**config.mk**
```make
export PLATFORM = sky130hd
export DESIGN_NAME = ibt_interval_timer
export DESIGN_NICKNAME = d
export VERILOG_FILES = /design/src/verilog/ibt_pkg.sv /design/src/verilog/ibt_interval_timer.sv
export SDC_FILE = /design/constraint.sdc
export NUM_CORES = 1
export LEC_CHECK = 0
export BUFFER_PORTS_ARGS = -buffer_cell sky130_fd_sc_hd__buf_2
export CORE_UTILIZATION = 25
export CTS_BUF_LIST = sky130_fd_sc_hd__clkbuf_4
export CTS_CLUSTER_SIZE = 28
export DETAILED_ROUTE_END_ITERATION = 16
export GPL_ROUTABILITY_DRIVEN = 0
export GPL_TIMING_DRIVEN = 0
export HOLD_SLACK_MARGIN = 0.06
export PLACE_DENSITY = 0.46
export SYNTH_ARGS = -nofsm -noshare
export SYNTH_HDL_FRONTEND = slang
export SYNTH_SLANG_ARGS = --single-unit
export TNS_END_PERCENT = 1
```
**constraint.sdc**
```tcl
create_clock -name clk_sys -period 2.3 [get_ports clk_sys]
set_input_delay 0 -clock clk_sys [delete_from_list [all_inputs] [get_ports clk_sys]]
set_output_delay 0 -clock clk_sys [all_outputs]
set_load 0.01 [all_outputs]
```
**src/verilog/ibt_pkg.sv**
```systemverilog
// Shared constants of the interval base timer: register map, field layout, reset values.
`default_nettype none
package ibt_pkg;
	// Wishbone geometry
	localparam int ADDR_W = 8;
	localparam int DATA_W = 32;

	// Register byte addresses
	localparam logic [7:0] CTL_ADDR = 8'h00;
	localparam logic [7:0] SRC_ADDR = 8'h04;
	localparam logic [7:0] STS_ADDR = 8'h08;
	localparam logic [7:0] ICLR_ADDR = 8'h0C;
	localparam logic [7:0] IEN_ADDR = 8'h10;
	localparam logic [7:0] CNT_ADDR = 8'h14;

	// Control register field positions
	localparam int FLAG_BIT = 7;
	localparam int IE_BIT = 6;
	localparam int RSV_BIT = 5;
	localparam int SEL_HI = 4;
	localparam int SEL_LO = 1;
	localparam int CLR_BIT = 0;

	// Event bits of the system interrupt status, clear and enable registers
	localparam int EVT_W = 2;
	localparam int EVT_INTERVAL = 0;
	localparam int EVT_CLEARED = 1;

	// Reset values
	localparam logic [3:0] SEL_RESET = 4'h0;
	localparam logic SRC_RESET = 1'b0;
	localparam logic [EVT_W-1:0] EVT_RESET = 2'h0;

	// Tap decode: tap bit index is interval exponent minus one
	localparam logic [4:0] EVEN_TAP_BASE = 5'h09;
	localparam logic [4:0] ODD_TAP_BASE = 5'h08;
	localparam logic [4:0] LONG_TAP_BASE = 5'h10;

	// Count clock source encodings
	typedef enum logic {
		SRC_MAIN_HALF = 1'b0,
		SRC_CR = 1'b1
	} ibt_src_type;
endpackage
`default_nettype wire
```
**src/verilog/ibt_interval_timer.sv**
```systemverilog
// Interval base timer: 24-bit free-running down-counter, control register and Wishbone slave.
// Function
// - Set the interval-elapsed flag whenever the selected interval runs out.
// - Timer interrupt request is high exactly while flag and enable are both one.
// - Writing zero clears the flag; writing one changes nothing.
// - Read-modify-write reads return one for the flag.
// - Interrupt enable bit is read/write; zero blocks the request, one permits it.
// - Bit five reads zero and ignores writes.
// - Select 0100 gives 2^9, 0000 gives 2^10, 0101 gives 2^11 count periods.
// - Count period is two main clocks or one CR clock period.
// - Counter is a free-running 24-bit down-counter on the chosen count clock.
// - Selector picks one of 16 counter taps, intervals 2^9 to 2^24.
// - Bit zero is write-only, reads zero; writing one clears the counter.
`timescale 1ns/1ps
`default_nettype none
module ibt_interval_timer
	import ibt_pkg::*;
#(
	parameter int CNT_W = 24
) (
	// Clock and reset
	input wire logic clk_sys,
	input wire logic sys_rst,
	// Wishbone classic slave
	input wire logic wb_cyc_i,
	input wire logic wb_stb_i,
	input wire logic wb_we_i,
	input wire logic [ADDR_W-1:0] wb_adr_i,
	input wire logic [3:0] wb_sel_i,
	input wire logic [DATA_W-1:0] wb_dat_i,
	output logic [DATA_W-1:0] wb_dat_o,
	output logic wb_ack_o,
	// Read-modify-write marker for the current read
	input wire logic rmwRead,
	// Internal CR clock, asynchronous to clk_sys
	input wire logic crClk,
	// Interrupts
	output logic intervalIrq,
	output logic sysIrq
);

	// Bus handshake and decode
	logic ackQ;
	wire logic busReq;
	wire logic rdCapture;
	wire logic wrEn;
	wire logic hitCtl;
	wire logic hitSrc;
	wire logic hitSts;
	wire logic hitIclr;
	wire logic hitIen;
	wire logic hitCnt;
	wire logic ctlWr;
	wire logic srcWr;
	wire logic iclrWr;
	wire logic ienWr;

	assign busReq = wb_cyc_i && wb_stb_i;
	assign rdCapture = busReq && !wb_we_i && !ackQ;
	// Writes land on the edge at which the master samples ack
	assign wrEn = busReq && wb_we_i && ackQ && wb_sel_i[0];
	assign hitCtl = (wb_adr_i == CTL_ADDR);
	assign hitSrc = (wb_adr_i == SRC_ADDR);
	assign hitSts = (wb_adr_i == STS_ADDR);
	assign hitIclr = (wb_adr_i == ICLR_ADDR);
	assign hitIen = (wb_adr_i == IEN_ADDR);
	assign hitCnt = (wb_adr_i == CNT_ADDR);
	assign ctlWr = wrEn && hitCtl;
	assign srcWr = wrEn && hitSrc;
	assign iclrWr = wrEn && hitIclr;
	assign ienWr = wrEn && hitIen;

	// Control and configuration state
	logic flagQ;
	logic flagD;
	logic ieQ;
	logic [3:0] selQ;
	ibt_src_type srcQ;
	logic [EVT_W-1:0] stsQ;
	logic [EVT_W-1:0] stsD;
	logic [EVT_W-1:0] enQ;

	// Count clock generation
	logic halfQ;
	logic crSync1Q;
	logic crSync2Q;
	logic crPrevQ;
	wire logic mainTick;
	wire logic crTick;
	wire logic countTick;

	// Main clock halved: one count every second clk_sys edge
	assign mainTick = halfQ;
	// CR clock must stay below half of clk_sys to be seen on every edge
	assign crTick = crSync2Q && !crPrevQ;
	assign countTick = (srcQ == SRC_CR) ? crTick : mainTick;

	always_ff @(posedge clk_sys or posedge sys_rst) begin
		if (sys_rst) begin
			halfQ <= 1'b0;
			crSync1Q <= 1'b0;
			crSync2Q <= 1'b0;
			crPrevQ <= 1'b0;
		end else begin
			halfQ <= !halfQ;
			crSync1Q <= crClk;
			crSync2Q <= crSync1Q;
			crPrevQ <= crSync2Q;
		end
	end

	// Counter and tap selection
	logic [CNT_W-1:0] cntQ;
	logic [CNT_W-1:0] cntD;
	wire logic [CNT_W-1:0] cntDec;
	wire logic [4:0] tapIdx;
	wire logic counterClear;
	wire logic expire;

	assign cntDec = cntQ - {{(CNT_W-1){1'b0}}, 1'b1};
	assign counterClear = ctlWr && wb_dat_i[CLR_BIT];
	assign cntD = counterClear ? '0 : (countTick ? cntDec : cntQ);

	// Interval 2^n uses tap n-1: codes 0xxx interleave odd and even n, 1xxx run 17..24
	assign tapIdx = selQ[3] ? (LONG_TAP_BASE + {2'b00, selQ[2:0]})
		: ((selQ[2] ? ODD_TAP_BASE : EVEN_TAP_BASE) + {2'b00, selQ[1:0], 1'b0});

	// Tap falls only through a decrement, so a select change cannot fake an expiry
	assign expire = countTick && !counterClear && cntQ[tapIdx] && !cntDec[tapIdx];

	always_ff @(posedge clk_sys or posedge sys_rst) begin
		if (sys_rst) begin
			cntQ <= '0;
		end else begin
			cntQ <= cntD;
		end
	end

	// Flag: a new expiry wins over a clearing write in the same cycle
	assign flagD = expire ? 1'b1 : ((ctlWr && !wb_dat_i[FLAG_BIT]) ? 1'b0 : flagQ);

	// System interrupt status: sticky events, write-one-to-clear, set wins
	assign stsD = (stsQ & ~(iclrWr ? wb_dat_i[EVT_W-1:0] : EVT_RESET))
		| {counterClear, expire};

	always_ff @(posedge clk_sys or posedge sys_rst) begin
		if (sys_rst) begin
			flagQ <= 1'b0;
			ieQ <= 1'b0;
			selQ <= SEL_RESET;
			srcQ <= SRC_MAIN_HALF;
			stsQ <= EVT_RESET;
			enQ <= EVT_RESET;
		end else begin
			flagQ <= flagD;
			stsQ <= stsD;
			if (ctlWr) begin
				ieQ <= wb_dat_i[IE_BIT];
				selQ <= wb_dat_i[SEL_HI:SEL_LO];
			end
			if (srcWr) begin
				srcQ <= ibt_src_type'(wb_dat_i[0]);
			end
			if (ienWr) begin
				enQ <= wb_dat_i[EVT_W-1:0];
			end
		end
	end

	// Interrupt outputs
	assign intervalIrq = flagQ && ieQ;
	assign sysIrq = |(stsQ & enQ);

	// Read data: reserved bit and clear strobe read zero, RMW reads see the flag set
	wire logic flagRead;
	wire logic [7:0] ctlRead;
	wire logic [DATA_W-1:0] rdData;

	assign flagRead = flagQ || rmwRead;
	assign ctlRead = {flagRead, ieQ, 1'b0, selQ, 1'b0};
	assign rdData = hitCtl ? {24'h00_0000, ctlRead}
		: hitSrc ? {31'h0000_0000, srcQ}
		: hitSts ? {{(DATA_W-EVT_W){1'b0}}, stsQ}
		: hitIen ? {{(DATA_W-EVT_W){1'b0}}, enQ}
		: hitCnt ? {{(DATA_W-CNT_W){1'b0}}, cntQ}
		: 32'h0000_0000;

	// One wait state: ack in the cycle after the request, dropped the cycle after
	always_ff @(posedge clk_sys or posedge sys_rst) begin
		if (sys_rst) begin
			ackQ <= 1'b0;
			wb_dat_o <= 32'h0000_0000;
		end else begin
			ackQ <= busReq && !ackQ;
			if (rdCapture) begin
				wb_dat_o <= rdData;
			end
		end
	end

	assign wb_ack_o = ackQ;

	// Checks

	flagSet_a:
	assert property (@(posedge clk_sys) disable iff (sys_rst)
		expire |=> flagQ && intervalIrq == ieQ)
	else $error("flag not set after interval expiry");

	irqFollows_a:
	assert property (@(posedge clk_sys) disable iff (sys_rst)
		ctlWr && wb_dat_i[IE_BIT] && wb_dat_i[FLAG_BIT] && flagQ |=> intervalIrq)
	else $error("interrupt request missing while flag and enable are set");

	irqBlocked_a:
	assert property (@(posedge clk_sys) disable iff (sys_rst)
		ctlWr && !wb_dat_i[IE_BIT] |=> !intervalIrq)
	else $error("interrupt request present with enable cleared");

	flagClear_a:
	assert property (@(posedge clk_sys) disable iff (sys_rst)
		ctlWr && !wb_dat_i[FLAG_BIT] && !expire |=> !flagQ)
	else $error("writing zero did not clear the flag");

	flagKeep_a:
	assert property (@(posedge clk_sys) disable iff (sys_rst)
		ctlWr && wb_dat_i[FLAG_BIT] && !expire |=> flagQ == $past(flagQ))
	else $error("writing one changed the flag");

	rmwFlag_a:
	assert property (@(posedge clk_sys) disable iff (sys_rst)
		rdCapture && hitCtl && rmwRead |=> wb_dat_o[FLAG_BIT] && wb_ack_o)
	else $error("read-modify-write read did not return flag as one");

	enableStore_a:
	assert property (@(posedge clk_sys) disable iff (sys_rst)
		ctlWr |=> ieQ == $past(wb_dat_i[IE_BIT]))
	else $error("enable bit did not take the written value");

	reservedZero_a:
	assert property (@(posedge clk_sys) disable iff (sys_rst)
		rdCapture && hitCtl |=> !wb_dat_o[RSV_BIT] && !wb_dat_o[CLR_BIT])
	else $error("reserved or strobe bit read as one");

	tapShort_a:
	assert property (@(posedge clk_sys) disable iff (sys_rst)
		(selQ == 4'h4 |-> tapIdx == 5'h08) and (selQ == 4'h0 |-> tapIdx == 5'h09)
		and (selQ == 4'h5 |-> tapIdx == 5'h0A))
	else $error("interval select decoded to the wrong tap");

	mainHalf_a:
	assert property (@(posedge clk_sys) disable iff (sys_rst)
		mainTick |=> !mainTick ##1 mainTick)
	else $error("halved main clock tick out of step");

	crSingle_a:
	assert property (@(posedge clk_sys) disable iff (sys_rst)
		crTick |=> !crTick)
	else $error("CR clock edge counted twice");

	countDown_a:
	assert property (@(posedge clk_sys) disable iff (sys_rst)
		countTick && !counterClear |=> cntQ == $past(cntQ) - 24'h00_0001)
	else $error("counter did not decrement on a count tick");

	countHold_a:
	assert property (@(posedge clk_sys) disable iff (sys_rst)
		!countTick && !counterClear |=> $stable(cntQ))
	else $error("counter moved without a count tick");

	tapRange_a:
	assert property (@(posedge clk_sys) disable iff (sys_rst)
		tapIdx >= 5'h08 && tapIdx <= 5'h17)
	else $error("tap outside the sixteen permitted positions");

	counterZero_a:
	assert property (@(posedge clk_sys) disable iff (sys_rst)
		counterClear |=> cntQ == 24'h00_0000)
	else $error("counter not cleared by the strobe");

	expireOnce_a:
	assert property (@(posedge clk_sys) disable iff (sys_rst)
		expire |=> !expire)
	else $error("expiry lasted more than one cycle");

	// Further select codes against the tap table: short codes 1, 2, 3, 6, 7 and long codes 8 and F
	tapMid_a:
	assert property (@(posedge clk_sys) disable iff (sys_rst)
		(selQ == 4'h1 |-> tapIdx == 5'h0B) and (selQ == 4'h6 |-> tapIdx == 5'h0C)
		and (selQ == 4'h2 |-> tapIdx == 5'h0D))
	else $error("middle select code decoded to the wrong tap");

	tapUpper_a:
	assert property (@(posedge clk_sys) disable iff (sys_rst)
		(selQ == 4'h7 |-> tapIdx == 5'h0E) and (selQ == 4'h3 |-> tapIdx == 5'h0F))
	else $error("upper short select code decoded to the wrong tap");

	tapLong_a:
	assert property (@(posedge clk_sys) disable iff (sys_rst)
		(selQ == 4'h8 |-> tapIdx == 5'h10) and (selQ == 4'hF |-> tapIdx == 5'h17))
	else $error("long select code decoded to the wrong tap");

	flagHold_a:
	assert property (@(posedge clk_sys) disable iff (sys_rst)
		!expire && !ctlWr |=> $stable(flagQ))
	else $error("flag moved without expiry or control write");

	enableHold_a:
	assert property (@(posedge clk_sys) disable iff (sys_rst)
		!ctlWr |=> $stable(ieQ))
	else $error("enable bit moved without a control write");

	selStore_a:
	assert property (@(posedge clk_sys) disable iff (sys_rst)
		ctlWr |=> selQ == $past(wb_dat_i[SEL_HI:SEL_LO]))
	else $error("interval select did not take the written value");

	clearNoExpiry_a:
	assert property (@(posedge clk_sys) disable iff (sys_rst)
		counterClear && !flagQ |=> !flagQ)
	else $error("counter clear set the flag");

	ackAfterReq_a:
	assert property (@(posedge clk_sys) disable iff (sys_rst)
		busReq && !wb_ack_o |=> wb_ack_o)
	else $error("ack missing one cycle after a request");

	statusSticky_a:
	assert property (@(posedge clk_sys) disable iff (sys_rst)
		!iclrWr |=> (stsQ & $past(stsQ)) == $past(stsQ))
	else $error("status bit dropped without a clear write");

	selGate_a:
	assert property (@(posedge clk_sys) disable iff (sys_rst)
		busReq && wb_we_i && !wb_sel_i[0] |=> $stable(ieQ) && $stable(selQ))
	else $error("write with byte lane zero disabled changed the control register");

	ackPulse_a:
	assert property (@(posedge clk_sys) disable iff (sys_rst)
		wb_ack_o |=> !wb_ack_o)
	else $error("ack held for more than one cycle");

endmodule // ibt_interval_timer
`default_nettype wire

```
==> results of run 1 <==
==> area by class of cell <==
| class | count | share of cell area |
|---|---|---|
| clock inverter | 7 | 0.0170 |
| clock buffer | 9 | 0.0133 |
| timing repair buffer | 92 | 0.128 |
| tap | 184 | 0.0454 |
| antenna | 1 | 0.000493 |
| sequential | 64 | 0.317 |
| buffer | 36 | 0.0389 |
| inverter | 10 | 0.00789 |
| multi-input combinational | 330 | 0.432 |
==> power by group through the flow <==
stage	registers (mW)	clock network, mW	logic (mW)
6_report	1.29	0.869	0.316
5_1_grt	1.30	0.952	0.349
4_1_cts	1.27	0.897	0.317
3_5_place_dp	1.28	0	0.272
3_3_place_gp	1.28	0	0.265
2_1_floorplan	1.27	0	0.181
==> logic make-up after synthesis <==
logic type / after synthesis / synth area share
other: 1 / 0.000975
AND/OR/NAND/NOR: 212 / 0.290
flip-flops: 64 / 0.416
AO/OA/AOI/OAI: 69 / 0.121
XOR/XNOR: 23 / 0.0524
adder cells (fa/ha/maj): 1 / 0.00325
buffers and inverters: 52 / 0.0680
multiplexers: 17 / 0.0488
==> worst max-delay path: cells and delay by family, from the launching register on <==
| kind | cells | cell delay [ns] |
|---|---|---|
| DFF | 1 | 0.39 |
| buffers and inverters | 3 | 0.37 |
| AOI/OAI and AO/OA | 3 | 0.79 |
| and+or+nand+nor | 3 | 0.75 |
==> per-stage QoR <==
| stage | setup slack, ns | hold WS (ns) |
|---|---|---|
| after floorplan | 0.00850 | 0.0314 |
| after CTS | -0.209 | 0.0613 |
| after global placement | -0.582 | 0.109 |
| after global routing | -0.133 | 0.115 |
| final | -0.0404 | 0.0993 |
| after detailed placement | -0.617 | 0.114 |
==> worst max path at each step <==
stage          startpoint      end  slack (ns)
4_1_cts          cntQ[15]  stsQ[0]       -0.21
6_report         cntQ[16]  stsQ[0]       -0.04
3_3_place_gp      cntQ[0]    flagQ       -0.58
2_1_floorplan    cntQ[15]    flagQ       0.009
3_5_place_dp      cntQ[0]  stsQ[0]       -0.62
5_1_grt           cntQ[9]    flagQ       -0.13
==> cells in the final DEF, fill, tap and decap left out, types with 13 or more instances in the layout <==
cell type / netlist / final
nand3_1: 25 / 25
o21ai_0: 20 / 19
buf_2: 4 / 49
xnor2_1: 13 / 13
nor3_1: 18 / 16
nand2_1: 58 / 58
buf_4: 10 / 29
dfrtp_1: 64 / 59
nor2_1: 47 / 45
dlygate4sd3_1: 0 / 22
clkbuf_1: 24 / 18
==> timing repair <==
action	4_1_cts	5_1_grt
setup buffers	6	17
hold buffers	22	0
cloned	0	0
hold endpoints to repair	85	0
resized for setup	26	26
endpoints found under the setup margin	11	15
pin swaps	11	18
==> metal layers <==
| metal | share of wire | wire [um] | vias to the layer above | track usage |
|---|---|---|---|---|
| met5 | 0 | 0 | - | 0 |
| met4 | 0.034 | 398 | 0 | 0.0702 |
| met3 | 0.051 | 597 | 28 | 0.0365 |
| met2 | 0.45 | 5240 | 107 | 0.241 |
| met1 | 0.46 | 5390 | 1794 | 0.200 |
| li1 | - | - | 1755 | - |
==> registers in the layout, summed over array words and instances (netlist names) <==
| signal | flops |
|---|---|
| selQ | 4 |
| srcQ | 1 |
| wb_ack_o | 1 |
| halfQ | 1 |
| ieQ | 1 |
| flagQ | 1 |
| cntQ | 24 |
| crSync1Q | 1 |
| enQ | 2 |
| crPrevQ | 1 |
| crSync2Q | 1 |
| stsQ | 2 |
| wb_dat_o | 24 |
==> metrics.md, run 1 <==
| Metric | Value |
|---|---|
| CTS tree | `built` |
| Drt wl/cell | `around 16 um` |
| Synth async-reset ratio | `1.00` |
| Initial antenna violation count | `1` |
| Total power draw | `2.47 mW` |
| Max cap viols | `0` |
| Layout cell share with drive strength beyond 1 | `0.274` |
| FF-to-FF Start | `cntQ[16]` |
| Startpoint Class | `register` |
| Worst-path fanout max | `5` |
| Final Critical Period | `between 2 and 2.5 ns` |
| First-pass GRT wire length | `around 19000 um` |
| Clk sinks | `64` |
| Worst-path cell chain | `buf_6 > or4_4 > buf_6 > buf_6 > o311ai_0 > nand3_1 > o2111ai_2 > o211ai_2 > nand2_1` |
| RSZ-0062 raised after global routing | `true` |
| Final setup TNS | `-0.0966 ns` |
| Count of final hold-check violations | `0` |
| IO buf count | `47` |
| Placed Cells | `677` |
| # DRC | `0` |
| Violated checks | `setup timing` |
| Worst Tran Pin Value | `about 1.1 ns` |
| Top-count cell post-synth | `dfrtp_1` |
| WHS Endpoint | `srcQ` |
| Crit share post-route | `1.02` |
| Initial DRC Count | `~210` |
| Clk Latency, worst-skew pair | `0.46 ns` |
| VDD IR-drop max | `around 0.00029 V` |
| Post-synth cell types | `69` |
| Sequential power share | `0.521` |
| Routed Antenna Nets | `0` |
| Clock skew | `roughly 0.026 ns` |
| Sequential fraction of the synthesis area | `0.416` |
| Final Worst Setup Slack | `-0.0404 ns` |
| Fin. max-slew vios | `0` |
| Cell Area, Synth | `3850 um^2` |
| Hold Crit Start | `wb_adr_i[4]` |
| Post-DP HPWL | `between 7000 and 8000 um` |
| Synth-to-Final Area Change | `32.0%` |
| R2r endpoint | `stsQ[0]` |
| Combinational share of power | `0.128` |
| Vias in the first global route | `3506` |
| Area of the multi-input gates | `2190 um^2` |
| Synth warn | `0` |
| Share of the synthesized area in the top cell type | `0.416` |
| FP Rows | `44` |
| Max-slew headroom | `0.241` |
| Non-Filler Instances | `733` |
| FF-to-FF path depth | `9` |
| Post-synthesis register bit count | `64` |
| Die W | `roughly 130 um` |
| Nature of the critical path endpoint | `register` |
| Final Util | `0.344` |
| Via density | `roughly 5.0` |
| Largest net degree at the start of global routing | `65` |
| Mapped Cells | `439` |
| CTS root buf | `clkbuf_4` |
| Core box area | `14800 um^2` |
| Status | `finished with violations` |
| Most used cell, CP | `buf_6` |
| Hold depth | `3` |
| Clock slew at reported path FFs | `~0.13 ns` |
| H-tree Lvls | `3` |
| Lkg Pwr | `between 2 and 2.5 nW` |
| GRT overflow | `0` |
| WP data arrival | `around 2.8 ns` |
| Worst-case clock buffer depth | `2` |
| Area contributors post-synth | `dfrtp_1, nand2_1, nor2_1` |
| Crit-path max cell delay | `roughly 0.50 ns` |
| Area leader, netlist | `dfrtp_1` |
| Drt pass-1 iters | `4` |
| Top FF cell, synth | `dfrtp_1` |
| Power Dens Cells | `approximately 500 nW/um^2` |
| Via count | `3684` |
| Starting Density | `0.261` |
| Register area | `about 1600 um^2` |
| Crit path max-delay cell type | `or4_4` |
| Clock power frac | `0.351` |
| Post-synth EDFFs | `0` |
| Flop-to-flop setup slack | `-0.04 ns` |
| Die extent in y | `126 um` |
| Switching pwr | `710 uW` |
| Dpl cell area | `4340 um^2` |
| Switching Fraction | `0.287` |
| Die area | `about 16000 um^2` |
| Fill cells | `~1600` |
| GRT Util Overall | `0.154` |
| Hold Path Class | `primary input to register` |
| P_int | `about 1.8 mW` |
| Layout net count | `595` |
| Final setup fails | `3` |
| Req. time, crit path | `~2.7 ns` |
| DRT Wirelength | `between 10000 and 15000 um` |
| Syn avg cell area | `8.76 um^2` |
| TritonCTS Buffers | `9` |
| Synth cell count leaders | `dfrtp_1, nand2_1, nor2_1` |
| I/O pin cnt | `86` |
| Worst setup path category | `register to register` |
| Post-route cell area | `5080 um^2` |
| F_max | `427 MHz` |
Note: power is estimated with default switching activity, not from simulation.
==> run 2, diff against run 1 <==
--- a/config.mk
+++ b/config.mk
@@ -11,9 +11,9 @@
 export CTS_CLUSTER_SIZE = 28
 export DETAILED_ROUTE_END_ITERATION = 16
 export GPL_ROUTABILITY_DRIVEN = 0
-export GPL_TIMING_DRIVEN = 0
+export GPL_TIMING_DRIVEN = 1
 export HOLD_SLACK_MARGIN = 0.06
-export PLACE_DENSITY = 0.46
+export PLACE_DENSITY = 0.54
 export SYNTH_ARGS = -nofsm -noshare
 export SYNTH_HDL_FRONTEND = slang
 export SYNTH_SLANG_ARGS = --single-unit
==> run 2 against run 1 <==
The run now ends clean. Fmax up 3.3%. Sequential power hardly changed. Clock-buffer cell count unchanged. Via count fell by 2.3%. Worst hold slack better by 0.011 ns. Total power decreased by 12%. Sequential share of layout area grew 1.4 points. First-iteration DRC count rose by 11%. Die area stayed put. Final cell count is 2.0% lower. Highest routed layer unchanged.
==> metrics.md, run 2 (synthesis results as in run 1) <==
| Metric | Value |
|---|---|
| Worst setup path category | `register to register` |
| RSZ-0062 raised after global routing | `true` |
| CP delay by family, top | `simple AND/OR/NAND/NOR gates` |
| Core box area | `14800 um^2 (unchanged)` |
| Req. time, crit path | `2.61 ns (-0.10 ns)` |
| Post-DP HPWL | `8040 um (+2.9%)` |
| F_max | `441 MHz (+3.3%)` |
| # DRC | `0 (unchanged)` |
| Final Critical Period | `2.27 ns (-0.0747 ns)` |
| IO buf count | `49 (+4.3%)` |
| Starting Density | `0.261 (unchanged)` |
| Worst-case clock buffer depth | `2 (unchanged)` |
| Hold Path Class | `primary input to register` |
| FF-to-FF path depth | `6 (-3)` |
| Layout net count | `582 (-2.2%)` |
| Crit path max-delay cell type | `or4_4` |
| Synth-to-Final Area Change | `26.0%` |
| Post-CTS setup repair buffer count | `0 (-6)` |
| Crit share post-route | `0.985 (-0.0325)` |
| CTS tree | `built` |
| Non-Filler Instances | `718 (-2.0%)` |
| VDD IR-drop max | `0.000235 V (-19%)` |
| Sequential power share | `0.580 (+0.059)` |
| Die area | `15900 um^2 (unchanged)` |
| Buf/Inv on CP | `0 (-3)` |
| Via count | `3601 (-2.3%)` |
| WP data arrival | `2.58 ns (-0.17 ns)` |
| Dpl cell area | `4490 um^2 (+3.4%)` |
| Hold depth | `5 (+2)` |
| Combinational share of power | `0.140 (+0.012)` |
| Status | `completed` |
| Post-route cell area | `4850 um^2 (-4.5%)` |
| Clock power frac | `0.280 (-0.071)` |
| Startpoint Class | `register` |
| Placed Cells | `685 (+1.2%)` |
| Max cap viols | `0 (unchanged)` |
| FP Rows | `44 (unchanged)` |
| Clock slew at reported path FFs | `0.10 ns (-0.03 ns)` |
| DRT Wirelength | `10900 um (-6.0%)` |
| Clock skew | `0.0179 ns (-0.00833 ns)` |
| H-tree Lvls | `3 (unchanged)` |
| Levels on crit path | `6 (-3)` |
| Power Dens Cells | `451 nW/um^2 (-7.5%)` |
| Initial DRC Count | `238 (+11%)` |
| Clk sinks | `64 (unchanged)` |
| Die W | `126 um (unchanged)` |
| TritonCTS Buffers | `9 (unchanged)` |
| CTS root buf | `clkbuf_4` |
| I/O pin cnt | `86 (unchanged)` |
| Layout cell share with drive strength beyond 1 | `0.270 (-0.00355)` |
| Crit-path max cell delay | `0.54 ns (+0.04 ns)` |
| Nature of the critical path endpoint | `register` |
| Most frequent cells in the layout | `dfrtp_1, nand2_1, buf_2, buf_4, nor2_1` |
| GRT overflow | `0 (unchanged)` |
| Drt pass-1 iters | `5 (+1)` |
| Switching pwr | `661 uW (-7.0%)` |
| Max-slew headroom | `0.524 (+0.283)` |
| Switching Fraction | `0.302 (+0.0153)` |
| GRT Util Overall | `0.145 (-0.00883)` |
| Count of final hold-check violations | `0 (unchanged)` |
| Clk Latency, worst-skew pair | `0.42 ns (-0.04 ns)` |
| Biggest regs | `cntQ: 24 flops, wb_dat_o: 24 flops, selQ: 4 flops` |
| Routed Antenna Nets | `0 (unchanged)` |
| Via density | `5.02 (-0.21%)` |
| First-pass GRT wire length | `18000 um (-5.3%)` |
| Final setup fails | `0 (-3)` |
| Vias in the first global route | `3467 (-1.1%)` |
| Worst Tran Pin Value | `0.713 ns (-0.414 ns)` |
| Initial antenna violation count | `1 (unchanged)` |
| Largest net degree at the start of global routing | `34 (-48%)` |
| Worst-path fanout max | `6 (+1)` |
| Fin. max-slew vios | `0 (unchanged)` |
| P_int | `1.52 mW (-14%)` |
| Drt wl/cell | `15.2 um (-4.0%)` |
| Die extent in y | `126 um (unchanged)` |
| Pre-CTS setup slack | `0.0287 ns (+0.645 ns)` |
| Most common cell after layout, fill and taps aside | `dfrtp_1` |
| Worst-path cell chain | `or4_4 > or4b_4 > o311ai_1 > o22ai_1 > o211ai_2 > nand2_1` |
| Lkg Pwr | `2.14 nW (-2.5%)` |
| Final Worst Setup Slack | `0.0343 ns (+0.0747 ns)` |
## run 2: cell count changes in the layout (fill, tap and decap cells not counted), sizes merged
| cell | delta |
|---|---|
| buf | +14 |
| clkdlybuf4s50 | -1 |
| dlygate4sd3 | -4 |
| clkbuf | -22 |
| bufinv | -2 |
| clkinvlp | -1 |
| clkinv | +1 |
## run 2: path summary, 6_finish.rpt
| path | start | to | slack (ns) |
|---|---|---|---|
| setup / recovery | cntQ[14] | stsQ[0] | 0.03 |
| hold / removal | wb_sel_i[0] | enQ[0] | 0.11 |
| setup reg to reg | cntQ[14] | stsQ[0] | 0.03 |
| hold reg to reg | crSync1Q | crSync2Q | 0.36 |
| max in group asynchronous | sys_rst | crSync1Q | 1.33 |
| min in group asynchronous | sys_rst | wb_dat_o[4] | 0.22 |
## run 2: power by group through the flow
stage / sequential [mW] / clock [mW] / combinational (mW)
2_1_floorplan: 1.27 / 0 / 0.181
6_report: 1.27 / 0.612 / 0.306
4_1_cts: 1.26 / 0.639 / 0.303
3_3_place_gp: 1.28 / 0 / 0.274
5_1_grt: 1.28 / 0.686 / 0.342
3_5_place_dp: 1.28 / 0 / 0.282
## run 2: layout make-up
type,count,area [um^2]
inverters,10,37.5
multi-input cells,330,2100
fillers,1576,9910
clock buffers,9,67.6
flip-flops and latches,64,1600
diodes,1,2.50
well taps,184,230
repair buffers,115,786
clock inverters,5,26.3
## run 2: repair_timing
item                       CTS  global route
resized for setup            0            16
setup endpoints to repair    0             7
hold buffers                18             0
hold endpoints to repair    47             0
## run 2: worst min-delay path, stage by stage
cell and delay [ns]:
buf_2 0.10, nand3_1 0.07, nor2_1 0.09, nand3_1 0.15
o21ai_0 0.08
## run 2: metrics by stage
| stage | hold WS, ns | TNS, ns | total power, mW | utilization |
|---|---|---|---|---|
| floorplan | 0.0314 | 0 | 1.45 | - |
| global placement | 0.111 | 0 | 1.55 | 0.304 |
| detailed placement | 0.111 | 0 | 1.57 | 0.304 |
| CTS | 0.0835 | 0 | 2.20 | 0.323 |
| global route | 0.106 | -0.179 | 2.30 | 0.329 |
| finish | 0.110 | 0 | 2.19 | 0.329 |
## run 2: routing by layer
layer / routed length (um) / track usage / vias up
li1: - / - / 1723
met1: 5280 / 0.202 / 1752
met2: 4820 / 0.224 / 109
met3: 664 / 0.0306 / 17
met4: 168 / 0.0439 / 0
met5: 0 / 0 / -
==> run 3, diff against run 2 <==
--- a/config.mk
+++ b/config.mk
@@ -13,6 +13,7 @@
 export GPL_ROUTABILITY_DRIVEN = 0
 export GPL_TIMING_DRIVEN = 1
 export HOLD_SLACK_MARGIN = 0.06
+export MAX_ROUTING_LAYER = met4
 export PLACE_DENSITY = 0.54
 export SYNTH_ARGS = -nofsm -noshare
 export SYNTH_HDL_FRONTEND = slang
==> run 3 against run 2 <==
Wire length rose by 0.24%. Final cell count did not move. Critical path depth did not move. Via count fell by 0.53%. Clock-buffer cell count did not move. Sequential share of layout area did not move. Total power rose by 0.11%. Worst hold slack got worse by 0.0097 ns. Die area did not move. Fmax barely moved. Setup slack got worse by 0.0011 ns.
==> metrics.md, run 3 (synthesis results as in run 1) <==
| Metric | Value |
|---|---|
| F_max | `441 MHz (about the same)` |
| Hold Path Class | `primary input to register` |
| Most common cell after layout, fill and taps aside | `dfrtp_1` |
| Fill cells | `1576 (unchanged)` |
| Via density | `4.99 (-0.53%)` |
| Worst-path fanout max | `6 (unchanged)` |
| FF-to-FF Start | `cntQ[14]` |
| Most frequent cells in the layout | `dfrtp_1, nand2_1, buf_2, buf_4, nor2_1` |
| VDD IR-drop max | `0.000235 V (about the same)` |
| Drt pass-1 iters | `5 (unchanged)` |
| Starting Density | `0.261 (unchanged)` |
| Final Critical Period | `2.27 ns (+0.00114 ns)` |
| CP delay by family, top | `simple AND/OR/NAND/NOR gates` |
| Total power draw | `2.19 mW (+0.11%)` |
| H-tree Lvls | `3 (unchanged)` |
| WP data arrival | `2.59 ns (about the same)` |
| Hold Crit Start | `wb_sel_i[0]` |
| Pre-CTS setup slack | `0.0287 ns (unchanged)` |
| Core box area | `14800 um^2 (unchanged)` |
| RSZ-0062 raised after global routing | `true` |
| # DRC | `0 (unchanged)` |
| Startpoint Class | `register` |
| Clock skew | `0.0179 ns (-0.0000743 ns)` |
| FF-to-FF path depth | `6 (unchanged)` |
| Count of final hold-check violations | `0 (unchanged)` |
| Fin. max-slew vios | `0 (unchanged)` |
| WHS Endpoint | `enQ[0]` |
| Drt wl/cell | `15.3 um (+0.24%)` |
| Dpl cell area | `4490 um^2 (unchanged)` |
| Status | `completed` |
| Final Util | `0.329 (unchanged)` |
| Die area | `15900 um^2 (unchanged)` |
| R2r endpoint | `stsQ[0]` |
| I/O pin cnt | `86 (unchanged)` |
| TritonCTS Buffers | `9 (unchanged)` |
| Lkg Pwr | `2.14 nW (unchanged)` |
| CTS root buf | `clkbuf_4` |
| Crit-path max cell delay | `0.54 ns (about the same)` |
| Worst-case clock buffer depth | `2 (unchanged)` |
| DRT Wirelength | `11000 um (+0.24%)` |
| Worst Tran Pin Value | `0.712 ns (-0.00142 ns)` |
| Clk Latency, worst-skew pair | `0.43 ns (about the same)` |
| Max-slew headroom | `0.525 (+0.000945)` |
| GRT Util Overall | `0.150 (+0.00470)` |
| Layout cell share with drive strength beyond 1 | `0.270 (unchanged)` |
| Largest net degree at the start of global routing | `34 (unchanged)` |
| Crit share post-route | `0.986 (about the same)` |
| WHS | `0.101 ns (-0.00972 ns)` |
| Clk sinks | `64 (unchanged)` |
| Post-DP HPWL | `8040 um (unchanged)` |
| Final setup fails | `0 (unchanged)` |
| Placed Cells | `685 (unchanged)` |
| Initial antenna violation count | `1 (unchanged)` |
| First-pass GRT wire length | `18000 um (+0.19%)` |
| Max cap viols | `0 (unchanged)` |
| Buf/Inv on CP | `0 (unchanged)` |
| Crit path max-delay cell type | `or4_4` |
| Clock slew at reported path FFs | `0.10 ns (about the same)` |
| Synth-to-Final Area Change | `26.0% (unchanged)` |
| Worst setup path category | `register to register` |
| Power Dens Cells | `451 nW/um^2 (+0.11%)` |
| CTS tree | `built` |
| Flop-to-flop setup slack | `0.03 ns (about the same)` |
| IO buf count | `49 (unchanged)` |
| Die W | `126 um (unchanged)` |
| Via count | `3582 (-0.53%)` |
| Worst-path cell chain | `or4_4 > or4b_4 > o311ai_1 > o22ai_1 > o211ai_2 > nand2_1` |
| Non-Filler Instances | `718 (unchanged)` |
| Req. time, crit path | `2.62 ns (about the same)` |
| Biggest regs | `cntQ: 24 flops, wb_dat_o: 24 flops, selQ: 4 flops` |
| Vias in the first global route | `3463 (-0.12%)` |
| Post-route cell area | `4850 um^2 (unchanged)` |
| Final Worst Setup Slack | `0.0331 ns (-0.00114 ns)` |
| Routed Antenna Nets | `0 (unchanged)` |
| FP Rows | `44 (unchanged)` |
| Initial DRC Count | `241 (+1.3%)` |
| Nature of the critical path endpoint | `register` |
| Layout net count | `582 (unchanged)` |
| GRT overflow | `0 (unchanged)` |
| Final setup TNS | `0 ns (unchanged)` |
| Hold depth | `5 (unchanged)` |
| Die extent in y | `126 um (unchanged)` |
-- run 3: cell counts in the layout (fill, tap and decap cells not counted) --
Identical to the previous run, type by type.
-- run 3: how the worst max path moves through the flow --
stage,startpoint,to,slack (ns),cells after the start
2_1_floorplan,cntQ[15],flagQ,0.009,8
3_3_place_gp,cntQ[0],flagQ,0.06,10
3_5_place_dp,selQ[3],stsQ[0],0.03,8
4_1_cts,selQ[3],stsQ[0],0.01,8
5_1_grt,selQ[3],flagQ,-0.09,9
6_report,cntQ[14],stsQ[0],0.03,6
-- run 3: per-layer routing --
metal	GRT usage	share of wire	wire (um)	up-vias
met3	0.0306	0.058	632	11
met4	0.0439	0.011	122	0
met2	0.223	0.45	4880	117
met1	0.204	0.49	5320	1732
li1	-	-	-	1722
met5	-	0	0	-
-- run 3: worst reg2reg max path, cell delays in order, from the launching register on --
cell,delay [ns]
dfrtp_1,0.39
or4_4,0.54
or4b_4,0.53
o311ai_1,0.29
o22ai_1,0.16
o211ai_2,0.18
nand2_1,0.07
-- run 3: final cells by class --
class	count	area, um^2	share of cell area
flip-flops and latches	64	1600	0.330
diodes	1	2.50	0.000516
multi-input cells	330	2100	0.432
clock buffers	9	67.6	0.0139
clock inverters	5	26.3	0.00542
inverters	10	37.5	0.00774
repair buffers	115	786	0.162
well taps	184	230	0.0475
-- run 3: repair_timing --
action | 4_1_cts | 5_1_grt
hold endpoints to repair | 47 | 0
setup buffers | 0 | 0
resized for setup | 0 | 16
endpoints found under the setup margin | 0 | 7
hold buffers | 18 | 0
-- run 3: where the power goes --
part | total, mW | switching, mW | internal (mW)
clock network | 0.615 | 0.414 | 0.201
registers | 1.27 | 0.0786 | 1.19
logic | 0.306 | 0.171 | 0.135
total | 2.19 | 0.663 | 1.52
